--- src/logic/gpib_regs_pkg.sv ---
// package: register numbers, field positions, reset values for the bus card register set
// assumes: registers are reached by a register number with separate read and write strobes
package gpib_regs_pkg;
  // register numbers as seen by status and control statements
  localparam logic [3:0] REG_CARD_ID     = 4'h0;
  localparam logic [3:0] REG_IF_RESET    = 4'h0;
  localparam logic [3:0] REG_INT_DMA     = 4'h1;
  localparam logic [3:0] REG_SERIAL_POLL = 4'h1;
  localparam logic [3:0] REG_ACTIVITY    = 4'h2;
  localparam logic [3:0] REG_PAR_POLL    = 4'h2;
  localparam logic [3:0] REG_CTRL_ADDR   = 4'h3;
  localparam logic [3:0] REG_OWN_ADDR    = 4'h3;
  localparam logic [3:0] REG_INT_CAUSE   = 4'h4;
  // identification value, arbitrary
  localparam logic [7:0] CARD_ID_VALUE   = 8'h5A;
  // field positions
  localparam int INTDMA_EN_BIT     = 7;
  localparam int INTDMA_REQ_BIT    = 6;
  localparam int INTDMA_LVL_LSB    = 4;
  localparam int SPOLL_SRQ_BIT     = 6;
  localparam int CTRL_SYS_BIT      = 7;
  localparam int CTRL_ACT_BIT      = 6;
  localparam int ACT_HS_BIT        = 2;
  localparam int ACT_IE_BIT        = 1;
  localparam int CAUSE_WIDTH       = 16;
  // reset values
  localparam logic [7:0] SPOLL_RESET = 8'h00;
  localparam logic [7:0] PPOLL_RESET = 8'h00;
  localparam logic [4:0] ADDR_RESET  = 5'h00;
endpackage

--- src/logic/cause_flags.sv ---
// holds the sticky interrupt cause word
// assumes: events are single-cycle pulses on clk; clear comes from the register logic
module cause_flags (
  // clock and reset
  input  wire logic        clk,
  input  wire logic        srst,
  // events and clear
  input  wire logic [15:0] evt,
  input  wire logic        clrAll,
  // flags
  output logic      [15:0] flags
);
  typedef struct packed {
    logic [15:0] flags;
  } state_s;
  state_s st_q;
  state_s st_d;

  // set wins over clear
  always_comb begin
    st_d = st_q;
    if (clrAll) begin
      st_d.flags = 16'h0000;
    end
    st_d.flags = st_d.flags | evt;
  end

  // state register
  always_ff @(posedge clk) begin
    if (srst) begin
      st_q <= '0;
    end else begin
      st_q <= st_d;
    end
  end

  assign flags = st_q.flags;
endmodule

--- src/logic/gpib_card_status_control_regs.sv ---
// register set of a parallel instrument bus card: status, control, poll bytes, cause word
// assumes: bus pins arrive raw and are synchronised here; register strobes are on clk
//
// Contract
// - The interrupt and DMA status byte shows enable, request, level and DMA enables.
// - The serial poll byte is returned in a serial poll and its bit 6 asserts SRQ.
// - Parallel poll byte bits 7..0 drive data lines 8..1 true during a parallel poll.
// - Controller byte shows system and active roles, a zero, then the five-bit address.
// - A service request keeps SRQ asserted until software clears the request bit or resets the interface.
// - ATN is driven true only while the interface is active controller.
module gpib_card_status_control_regs (
  // clock and reset
  input  wire logic        clk,
  input  wire logic        srst,
  // register access
  input  wire logic [3:0]  regNum,
  input  wire logic        regWr,
  input  wire logic        regRd,
  input  wire logic [7:0]  wrData,
  output logic      [15:0] rdData,
  // host side state
  input  wire logic        intEnable,
  input  wire logic [1:0]  intLevel,
  input  wire logic [1:0]  dmaEnable,
  input  wire logic        handshakeBusy,
  input  wire logic        sysController,
  input  wire logic        activeController,
  input  wire logic        atnRequest,
  // bus events, raw
  input  wire logic [15:0] busEvent,
  // bus polls, raw pins
  input  wire logic        serialPollPin,
  input  wire logic        parallelPollPin,
  // bus outputs
  output logic      [7:0]  dioOut,
  output logic      [7:0]  dioOe,
  output logic             srqOut,
  output logic             atnOut,
  output logic             ifReset,
  output logic             intRequest
);
  typedef struct packed {
    logic [7:0]  spoll;
    logic [7:0]  ppoll;
    logic [4:0]  addr;
    logic [1:0]  spSync;
    logic [1:0]  ppSync;
    logic [15:0] evS1;
    logic [15:0] evS2;
    logic [15:0] evPrev;
    logic [15:0] rd;
    logic        rst;
    logic [7:0]  dio;
    logic [7:0]  oe;
    logic        atn;
  } state_s;
  state_s st_q;
  state_s st_d;
  logic [15:0] cause;
  logic        causeClr;
  logic [15:0] evtPulse;

  // byte padded into a read word
  function automatic logic [15:0] rdByte(input logic [7:0] b);
    rdByte = {8'h00, b};
  endfunction

  assign evtPulse = st_q.evS2 & ~st_q.evPrev;
  assign causeClr = regRd && (regNum == gpib_regs_pkg::REG_INT_CAUSE);

  // sticky cause flags
  cause_flags uFlags (
    .clk    (clk),
    .srst   (srst | st_q.rst),
    .evt    (evtPulse),
    .clrAll (causeClr),
    .flags  (cause)
  );

  // next state: register writes, reads, poll responses
  always_comb begin
    st_d        = st_q;
    st_d.spSync = {st_q.spSync[0], serialPollPin};
    st_d.ppSync = {st_q.ppSync[0], parallelPollPin};
    st_d.evS1   = busEvent;
    st_d.evS2   = st_q.evS1;
    st_d.evPrev = st_q.evS2;
    st_d.rst    = 1'b0;
    if (regWr) begin
      case (regNum)
        gpib_regs_pkg::REG_IF_RESET:    st_d.rst = |wrData;
        gpib_regs_pkg::REG_SERIAL_POLL: st_d.spoll = wrData;
        gpib_regs_pkg::REG_PAR_POLL:    st_d.ppoll = wrData;
        gpib_regs_pkg::REG_OWN_ADDR:    st_d.addr = wrData[4:0];
        default:                        st_d.rst = 1'b0;
      endcase
    end
    st_d.rd = 16'h0000;
    if (regRd) begin
      case (regNum)
        gpib_regs_pkg::REG_CARD_ID: st_d.rd = rdByte(gpib_regs_pkg::CARD_ID_VALUE);
        gpib_regs_pkg::REG_INT_DMA:
          st_d.rd = rdByte({intEnable, |cause, intLevel, 2'b00, dmaEnable});
        gpib_regs_pkg::REG_ACTIVITY:
          st_d.rd = rdByte({5'h00, handshakeBusy, intEnable, 1'b0});
        gpib_regs_pkg::REG_CTRL_ADDR:
          st_d.rd = rdByte({sysController, activeController, 1'b0, st_q.addr});
        gpib_regs_pkg::REG_INT_CAUSE: st_d.rd = cause;
        default:                      st_d.rd = 16'h0000;
      endcase
    end
    // poll answers on data lines
    st_d.dio = 8'h00;
    st_d.oe  = 8'h00;
    if (st_q.ppSync[1]) begin
      st_d.dio = st_q.ppoll;
      st_d.oe  = st_q.ppoll;
    end else if (st_q.spSync[1]) begin
      st_d.dio = st_q.spoll;
      st_d.oe  = 8'hFF;
    end
    st_d.atn = atnRequest & activeController;
    if (st_q.rst) begin
      st_d.spoll = gpib_regs_pkg::SPOLL_RESET;
      st_d.ppoll = gpib_regs_pkg::PPOLL_RESET;
      st_d.addr  = gpib_regs_pkg::ADDR_RESET;
      st_d.dio   = 8'h00;
      st_d.oe    = 8'h00;
      st_d.atn   = 1'b0;
    end
  end

  // state register
  always_ff @(posedge clk) begin
    if (srst) begin
      st_q <= '0;
    end else begin
      st_q <= st_d;
    end
  end

  // outputs
  assign rdData     = st_q.rd;
  assign dioOut     = st_q.dio;
  assign dioOe      = st_q.oe;
  assign srqOut     = st_q.spoll[gpib_regs_pkg::SPOLL_SRQ_BIT];
  assign atnOut     = st_q.atn;
  assign ifReset    = st_q.rst;
  assign intRequest = intEnable & (|cause);
endmodule

--- config.mk ---
export PLATFORM = sky130hd
export DESIGN_NAME = gpib_card_status_control_regs
export DESIGN_NICKNAME = d
export VERILOG_FILES = /design/src/logic/gpib_regs_pkg.sv /design/src/logic/cause_flags.sv /design/src/logic/gpib_card_status_control_regs.sv
export SDC_FILE = /design/constraint.sdc
export NUM_CORES = 1
export LEC_CHECK = 0
export BUFFER_PORTS_ARGS = -buffer_cell sky130_fd_sc_hd__buf_2
export CAP_MARGIN = 30
export CORE_AREA = 2 2 125 127
export DETAILED_ROUTE_END_ITERATION = 10
export DIE_AREA = 0 0 127 129
export GPL_TIMING_DRIVEN = 0
export PLACE_DENSITY = 0.57
export SETUP_SLACK_MARGIN = 0.4
export SYNTH_ARGS = -nofsm -noshare
export SYNTH_HDL_FRONTEND = slang
export SYNTH_SLANG_ARGS = --single-unit
--- constraint.sdc ---
create_clock -name clk -period 1.98 [get_ports clk]
set_input_delay 0.198 -clock clk [delete_from_list [all_inputs] [get_ports clk]]
set_output_delay 0.198 -clock clk [all_outputs]
set_load 0.01 [all_outputs]
* Yosys cells after proc, flatten, opt, wreduce, memory -nomap -nowiden
Cells that the tools add are included.
Widths: inputs -> output; s select.
** Storage, ports and cells
- Register bits :: 123
- Bits of input ports :: 43
- Output and inout port bits :: 36
- Logic and storage cells :: 41
** Cells by class
- Equality and inequality tests :: 4
- Muxes and demuxes :: 4
- Bitwise logic cells :: 9
- Reductions and logical operators :: 10
** Operators with widths (number)
- $pmux 16 s5 :: 1
- $mux 16 :: 3
- $and 16x16->16 :: 1
- $not 16->16 :: 1
- $or 16x16->16 :: 1
- $reduce_or 16->1 :: 1
- $eq 4x2->1 const B :: 2
- $reduce_or 8->1 :: 1
- $reduce_and 2->1 :: 3
- $eq 4x1->1 const B :: 1
- $eq 4x3->1 const B :: 1
- $logic_not 4->1 :: 1
- $reduce_or 2->1 :: 2
- $not 1->1 :: 3
- $reduce_or 3->1 :: 1
- $and 1x1->1 :: 2
- $logic_and 1x1->1 :: 1
- $or 1x1->1 :: 1

* Logic depth before layout (Yosys ltp)
Gate-level depths: netlist of the first run.
- Depth after elaboration :: 4
- Gate-level depth with buffers :: 6
- Gate-level depth less buffers :: 3

* Modules after synthesis
Synthesis of the first run repeated with hierarchy kept, for this count alone.
** Unflattened totals
- Cells, all modules :: 447
- Area total of the unflattened synthesis :: 4350.4 µm²
** Modules (own cells, without submodules)
- gpib_card_status_control_regs :: instances 1, cells an instance 380, area an instance 3757.4 µm², sequential area each 2142.1 µm²
- cause_flags :: instances 1, cells an instance 67, area an instance 593.1 µm², sequential area each 320.3 µm²

* Worst setup path after synthesis of the first run
No wires, ideal clock.
- Kind :: input to register
- Start point :: in regNum[3]
- End point :: reg uFlags.st_q, in the netlist uFlags.flags[10]
- Setup time :: 0.132 ns
- Data arrival time :: 1.214 ns
- Data required time :: 1.848 ns
- Slack :: 0.633 ns
- Stages on the path :: 6
- Buffers on the path :: 3
- Cell sequence :: buf_6 or4b_4 buf_6 buf_6 o21ai_1 a21oi_1
** Between the ends
- Cells in the longest elaborated chain, start to end :: 4
** Ends and longest elaborated chain
- start, declared :: line gpib_card_status_control_regs.sv:16 : input wire logic [3:0] regNum,
- $eq 4x3->1 :: line gpib_card_status_control_regs.sv:69 : assign causeClr = regRd && (regNum == gpib_regs_pkg::REG_INT_CAUSE);
- $logic_and 1x1->1 :: line gpib_card_status_control_regs.sv:69
- $mux 16 :: line cause_flags.sv:22 : if (clrAll) begin
- $or 16x16->16 :: line cause_flags.sv:25 : st_d.flags = st_d.flags | evt;
- end signal, assigned :: line cause_flags.sv:33 : st_q <= st_d;
- end, declared :: line cause_flags.sv:16 : state_s st_q;
Every way passes these cells.
A chain may end at the register's enable or synchronous reset.

* Worst setup path in the final report of the first run
- Start point :: reg uFlags.st_q, in the netlist uFlags.flags[6]
- End point :: out intRequest
** Between the ends
- Cells in the longest elaborated chain, start to end :: 2
** Ends and longest elaborated chain
- $reduce_or 16->1 :: line gpib_card_status_control_regs.sv:149 : assign intRequest = intEnable & (|cause);
- $and 1x1->1 :: line gpib_card_status_control_regs.sv:149
- end, declared :: line gpib_card_status_control_regs.sv:40 : output logic intRequest
Every way passes these cells.

==> out/summary.json, run 1 <==
{
  "outcome": {
    "outcome": "complete, no violations"
  },
  "floorplan": {
    "floorplan.die.height_microns": 129,
    "io_pins": 79,
    "initial_core_util_pct": 29.3,
    "row_count": 45,
    "placeableCoreArea_sq_um": 15000,
    "die_area_sq_um": 16400,
    "die_x_microns": 127
  },
  "cells_and_area": {
    "layout-drive-gt1-share_pct": 29.1,
    "num_antenna_cells": 0,
    "most_frequent_standard_cell_in_the_layout_excluding_fill_and_tap_cells": "sky130_fd_sc_hd__dfxtp_1",
    "ff_latch_area_sq_um": 2460,
    "final_design_area_no_fill_sq_um": 5830,
    "final.fill_count": 1490,
    "multi_input_area_sq_um": 1580,
    "fin_nets": 610,
    "most-common-layout-cells": "sky130_fd_sc_hd__dfxtp_1, sky130_fd_sc_hd__buf_2, sky130_fd_sc_hd__nor2b_1",
    "syn_to_final_growth_pct": 32.6
  },
  "placed_design": {
    "port-buffer-count": 77,
    "routability_congestion": 0.842,
    "dpl_worst_slack_ns": 0.371,
    "detailedPlacementHpwl_mm": 7.00,
    "placed_area_sq_um": 5020
  },
  "pwr": {
    "power_leakage_uw": 0.00238,
    "pwr_density_cell_nw_per_um2": 1020,
    "peakVddDrop_uv": 546,
    "seq_power_share_pct": 43.6,
    "power.share.clock_pct": 50.6,
    "fin_total_pwr_uw": 5940,
    "switching_share_pct": 22.3,
    "comb_power_share_pct": 5.8,
    "intPower_uw": 4610,
    "p_sw_uw": 1320
  },
  "timing": {
    "slew_headroom_pct": 63.8,
    "final_critical_path_share_of_the_clock_period_pct": 87.8,
    "final_critical_path_setup_slack_ns": 0.241,
    "rsz0062_at_grt": "true",
    "finalHoldViolCount": 0,
    "final_slew_violations": 0,
    "fin_skew_ns": 0.00721,
    "setup_total_negative_slack_ns": 0,
    "timing.fmax_mhz": 575,
    "shortest_period_the_worst_path_allows_ns": 1.74,
    "timing.final.setup_violations": 0,
    "worstMarginPinSlew_ns": 0.543
  },
  "setup_path": {
    "worstSetupPathType": "flop to output port",
    "critical_path.slowest_cell": "sky130_fd_sc_hd__dfxtp_2",
    "critPathCaptureType": "output port",
    "timing.critical_path.required_ns": 1.78,
    "worstPathArrival_ns": 1.54,
    "max_stage_delay_ns": 0.33,
    "path_cells": "nor4_2 > nand4_1 > and2_1 > buf_2",
    "cp-start-kind": "flop",
    "timing.critical_path.fanout_max": 3
  },
  "flow_run": {
    "drv_cap": 0
  },
  "route": {
    "route.final.wire_length_mm": 9.71,
    "vias_per_cell": 4.38,
    "detail_route.wl_per_cell_microns": 12.6,
    "vias": 3362,
    "detailedRoute.firstPassIterationCount": 4,
    "remaining_drc_errors": 0,
    "count_of_antenna_violating_nets_left_after_detailed_routing": 0,
    "drtIter0Drc": 259
  },
  "global_route": {
    "groute.usage.overall_pct": 12.3,
    "grt_start_max_net_pins": 17,
    "grt-ovfl-total": 0,
    "global_route_wire_length_before_repair_mm": 15.6,
    "antenna_found_initial": 0,
    "via_count_of_the_first_global_routing_pass": 3235
  },
  "synth": {
    "postSynth.topFlopCell": "sky130_fd_sc_hd__dfxtp_1",
    "yosys_warnings": 0,
    "async_reset_ff_share_pct": 0,
    "mappedNetlistNets": 496,
    "post_synthesis_instance_area_sq_um": 4400,
    "postSynthCellCount": 453,
    "synthDistinctLibCells": 38,
    "avgSynthCellArea_sq_um": 9.70,
    "yosys_reg_bits": 123,
    "yosysSeqAreaShare_pct": 56.0,
    "number_of_flops_mapped_to_enable_cells_by_yosys": 0
  },
  "cts": {
    "clk_slew_on_worst_s_h_paths_ns": 0.06,
    "clock_insertion_delay_worst_skew_ns": 0.41,
    "clock_tree.root_cell": "sky130_fd_sc_hd__clkbuf_16",
    "clock_tree.buffer_depth": 2,
    "cts-htree-levels": 4,
    "post_cts_buffers": 0,
    "cts-buffers-inserted": 17,
    "clock_sink_count": 123,
    "tritoncts": "yes"
  },
  "min_path": {
    "hp-class": "input port to flop"
  }
}
-- synthesized netlist by cell type, drive strengths merged, types with 2 or more instances --
cell type,instances,area [sq um]
nand4,6,37.5
or2,2,12.5
buf,45,323
nor3b,2,15.0
nand3,19,95.1
a21oi,59,295
nor2,6,30.0
o2bb2ai,2,17.5
o21ai,40,204
dfxtp,123,2460
inv,2,7.51
nand2b,21,131
nand2,12,45.0
nor4,8,50.1
and2,10,62.6
nand3b,2,15.0
clkbuf,17,65.1
nor2b,64,400
-- final timing paths --
path	start	endpoint	slack, ns	depth (start not counted)
hold / removal	atnRequest	atnOut$_SDFF_PP0_	0.03	3
hold reg to reg	st_d[56]$_SDFF_PP0_	st_d[40]$_SDFF_PP0_	0.44	1
setup reg to reg	ifReset$_SDFF_PP0_	st_q[95]$_SDFFE_PP0P_	0.51	5
setup / recovery	uFlags.flags[6]$_SDFF_PP0_	intRequest	0.24	4
-- flip-flops by register name (all words and copies together), names as in the netlist --
| register | cells |
|---|---|
| st_q | 38 |
| st_d | 34 |
| rdData | 16 |
| uFlags.flags | 16 |
| dioOe | 8 |
| dioOut | 8 |
| atnOut | 1 |
| ifReset | 1 |
| srqOut | 1 |
-- area by class of cell --
type | instances | share of cell area (%)
plain buffers | 62 | 6.70
clock buffers | 20 | 7.67
clock inverters | 12 | 2.43
inverters | 2 | 0.129
multi-input cells | 266 | 27.0
flip-flops and latches | 123 | 42.3
well taps | 188 | 4.04
repair buffers | 95 | 9.71
-- critical path, delay by kind of cell (launching register included) --
kind / cells / cell delay, ns
buffers and inverters: 1 / 0.13
DFF: 1 / 0.33
and+or+nand+nor: 3 / 0.67
-- per-layer routing --
metal	wire (microns)	global-route usage (%)
met1	4440	15.4
met3	573	3.58
met5	0	0
met2	4510	19.3
met4	191	6.66
-- power groups by stage --
stage / sequential (uW) / combinational, uW / clock (uW)
final: 2590 / 346 / 3000
after global placement: 2630 / 306 / 0
after CTS: 2590 / 346 / 3080
after detailed placement: 2630 / 313 / 0
after global routing: 2590 / 383 / 3200
after floorplan: 2620 / 194 / 0
-- per-stage QoR --
stage / std cells / hold WS, ns / utilization, %
2_1_floorplan: 453 / 0.312 / -
6_report: 768 / 0.0298 / 38.9
4_1_cts: 768 / 0.0194 / 38.8
5_1_grt: 768 / 0.0606 / 38.9
3_5_place_dp: 718 / 0.410 / 33.5
3_3_place_gp: 718 / 0.413 / 33.5
-- cell families after synthesis --
group,Yosys count,synth area share [%]
buf+inv,64,8.99
flops,123,56.0
simple gates,157,21.5
mux,2,0.484
compound gates,107,13.0
-- timing repair --
action	in CTS	in global routing
pin swaps	4	1
gates resized for setup	7	4
gates cloned	0	0
endpoints found under the setup margin	2	5
hold buffers	18	0
hold endpoints to repair	18	0
(Power assumes the default switching activity.)
==> run 2: changes to the inputs <==
Settings changed: CORE_AREA 2 2 125 127 to 2 2 124 126, DIE_AREA 0 0 127 129 to 0 0 126 128, PLACE_DENSITY 0.57 to 0.58, SYNTH_HIERARCHICAL set to 1.
==> out/summary.json, run 2 <==
{
  "cts": {
    "clk_slew_on_worst_s_h_paths_ns": 0.06,
    "cts-htree-levels": 4,
    "clock_sink_count": 123,
    "clock_tree.buffer_depth": 2,
    "clock_insertion_delay_worst_skew_ns": 0.41,
    "cts-buffers-inserted": 17,
    "tritoncts": "yes",
    "clock_tree.root_cell": "sky130_fd_sc_hd__clkbuf_16"
  },
  "cells_and_area": {
    "num_antenna_cells": 0,
    "final.fill_count": 1518,
    "ff_latch_area_sq_um": 2470,
    "multi_input_area_sq_um": 1510,
    "most-common-layout-cells": "sky130_fd_sc_hd__dfxtp_1, sky130_fd_sc_hd__nor2b_1, sky130_fd_sc_hd__buf_2",
    "layout-drive-gt1-share_pct": 29.6,
    "fin_nets": 607,
    "most_frequent_standard_cell_in_the_layout_excluding_fill_and_tap_cells": "sky130_fd_sc_hd__dfxtp_1",
    "largest_register_ffs": 38,
    "max_flop_register": "st_q",
    "finalNonFillerCells": 765,
    "syn_to_final_growth_pct": 34.7
  },
  "setup_path": {
    "timing.critical_path.required_ns": 1.78,
    "max_stage_delay_ns": 0.33,
    "cp-start-kind": "flop",
    "timing.critical_path.fanout_max": 2,
    "path_cells": "nor4_4 > nand4_1 > and2_4 > buf_2",
    "worstPathArrival_ns": 1.52,
    "worst_setup_path_startpoint": "uFlags/flags[12]$_SDFF_PP0_",
    "critical_path.slowest_cell": "sky130_fd_sc_hd__dfxtp_2",
    "rr_startpoint": "ifReset$_SDFF_PP0_",
    "critPathCaptureType": "output port",
    "worstSetupPathType": "flop to output port"
  },
  "timing": {
    "final_critical_path_share_of_the_clock_period_pct": 86.9,
    "worstMarginPinSlew_ns": 0.585,
    "timing.final.setup_violations": 0,
    "final_slew_violations": 0,
    "slew_headroom_pct": 60.7,
    "fin_skew_ns": 0.00726,
    "rsz0062_at_grt": "true",
    "finalHoldWorstSlack_ns": 0.00648,
    "final_critical_path_setup_slack_ns": 0.260,
    "finalHoldViolCount": 0,
    "shortest_period_the_worst_path_allows_ns": 1.72,
    "timing.fmax_mhz": 581
  },
  "route": {
    "vias": 3147,
    "remaining_drc_errors": 0,
    "detailedRoute.firstPassIterationCount": 4,
    "vias_per_cell": 4.11,
    "route.final.wire_length_mm": 8.86,
    "detail_route.wl_per_cell_microns": 11.6,
    "drtIter0Drc": 90,
    "count_of_antenna_violating_nets_left_after_detailed_routing": 0
  },
  "floorplan": {
    "placeableCoreArea_sq_um": 14900,
    "die_area_sq_um": 16100,
    "die_x_microns": 126,
    "row_count": 45,
    "initial_core_util_pct": 29.3,
    "floorplan.die.height_microns": 128,
    "io_pins": 79
  },
  "global_route": {
    "antenna_found_initial": 0,
    "groute.usage.overall_pct": 11.4,
    "grt-ovfl-total": 0,
    "grt_start_max_net_pins": 17,
    "via_count_of_the_first_global_routing_pass": 3030,
    "global_route_wire_length_before_repair_mm": 14.3
  },
  "synth": {
    "synth.top_cells.by_count": "sky130_fd_sc_hd__dfxtp_1, sky130_fd_sc_hd__nor2b_1, sky130_fd_sc_hd__a21oi_1",
    "number_of_flops_mapped_to_enable_cells_by_yosys": 0,
    "post_synthesis_instance_area_sq_um": 4350,
    "synth.largest_area_cell": "sky130_fd_sc_hd__dfxtp_1",
    "postSynthCellCount": 447,
    "yosys_warnings": 6,
    "mappedNetlistNets": 490,
    "yosysMostFrequentCell": "sky130_fd_sc_hd__dfxtp_1",
    "async_reset_ff_share_pct": 0,
    "yosys_reg_bits": 123,
    "postSynth.topFlopCell": "sky130_fd_sc_hd__dfxtp_1",
    "synth.area.top_cells": "sky130_fd_sc_hd__dfxtp_1, sky130_fd_sc_hd__nor2b_1, sky130_fd_sc_hd__buf_4",
    "yosysTopAreaCellShare_pct": 56.6,
    "avgSynthCellArea_sq_um": 9.73,
    "synthDistinctLibCells": 34,
    "yosysSeqAreaShare_pct": 56.6
  },
  "flow_run": {
    "drv_cap": 0
  },
  "pwr": {
    "power_leakage_uw": 0.00251,
    "peakVddDrop_uv": 549,
    "fin_total_pwr_uw": 6140,
    "pwr_density_cell_nw_per_um2": 1050
  },
  "min_path": {
    "worstHoldStart": "serialPollPin",
    "hp-class": "input port to flop"
  },
  "placed_design": {
    "placedCellCount": 710,
    "port-buffer-count": 75,
    "routability_congestion": 0.804,
    "detailedPlacementHpwl_mm": 6.48,
    "dpl_worst_slack_ns": -0.171
  },
  "outcome": {
    "outcome": "complete, no violations"
  }
}
[run 2: metal layers]
layer	routed length, microns	global-route usage [%]	up-vias
met4	180	5.82	0
met1	4200	14.1	1406
met3	451	4.26	14
met5	0	0	-
li1	-	-	1643
met2	4030	17.5	84
[run 2: final timing paths]
kind                                 endpoint  slack, ns  cells after the start
setup / recovery                   intRequest       0.26                      4
hold / removal            st_d[85]$_SDFF_PP0_      0.006                      2
setup reg to reg  uFlags/flags[12]$_SDFF_PP0_       0.46                      6
hold reg to reg           st_d[48]$_SDFF_PP0_       0.43                      1
[run 2: kinds of logic (layout without fill, tap and decap cells)]
kind of cell	Yosys count	after routing	share of synthesized area (%)
buffers and inverters	70	200	9.52
DFF	123	123	56.6
and+or+nand+nor	179	179	23.3
AOI/OAI and AO/OA	64	64	8.00
muxes	11	11	2.56
[run 2: area by class of cell]
type	instances	area share [%]
Sequential cell	123	42.1
Multi-Input combinational cell	254	25.7
Timing Repair Buffer	98	10.1
Clock buffer	17	7.26
Buffer	53	6.34
Tap cell	188	4.01
Clock inverter	15	3.39
Inverter	17	1.09
[run 2: metrics by stage]
step	area, sq um	setup TNS, ns	util, %
floorplan	4350	0	-
global placement	4960	-1.21	33.4
detailed placement	4960	-1.62	33.4
CTS	5840	0	39.3
global route	5860	0	39.4
finish	5860	0	39.4
[run 2: power breakdown]
group          switching, uW  total [uW]  internal [uW]
registers               34.1        2580           2550
clock network           1200        3230           2030
logic                    155         328            172
total                   1390        6140           4750
[run 2: what timing repair did]
| action | in CTS | in global routing |
|---|---|---|
| hold endpoints to repair | 18 | 0 |
| gates resized for setup | 14 | 4 |
| hold buffers | 18 | 0 |
| buffers inserted | 4 | 1 |
| pin swaps | 4 | 1 |
| endpoints found under the setup margin | 19 | 5 |
[run 2: worst max-delay path: cells and delay by family, from the launching register on]
kind                   cells  cell delay, ns
DFF                        1            0.33
and+or+nand+nor            3            0.64
buffers and inverters      1            0.13
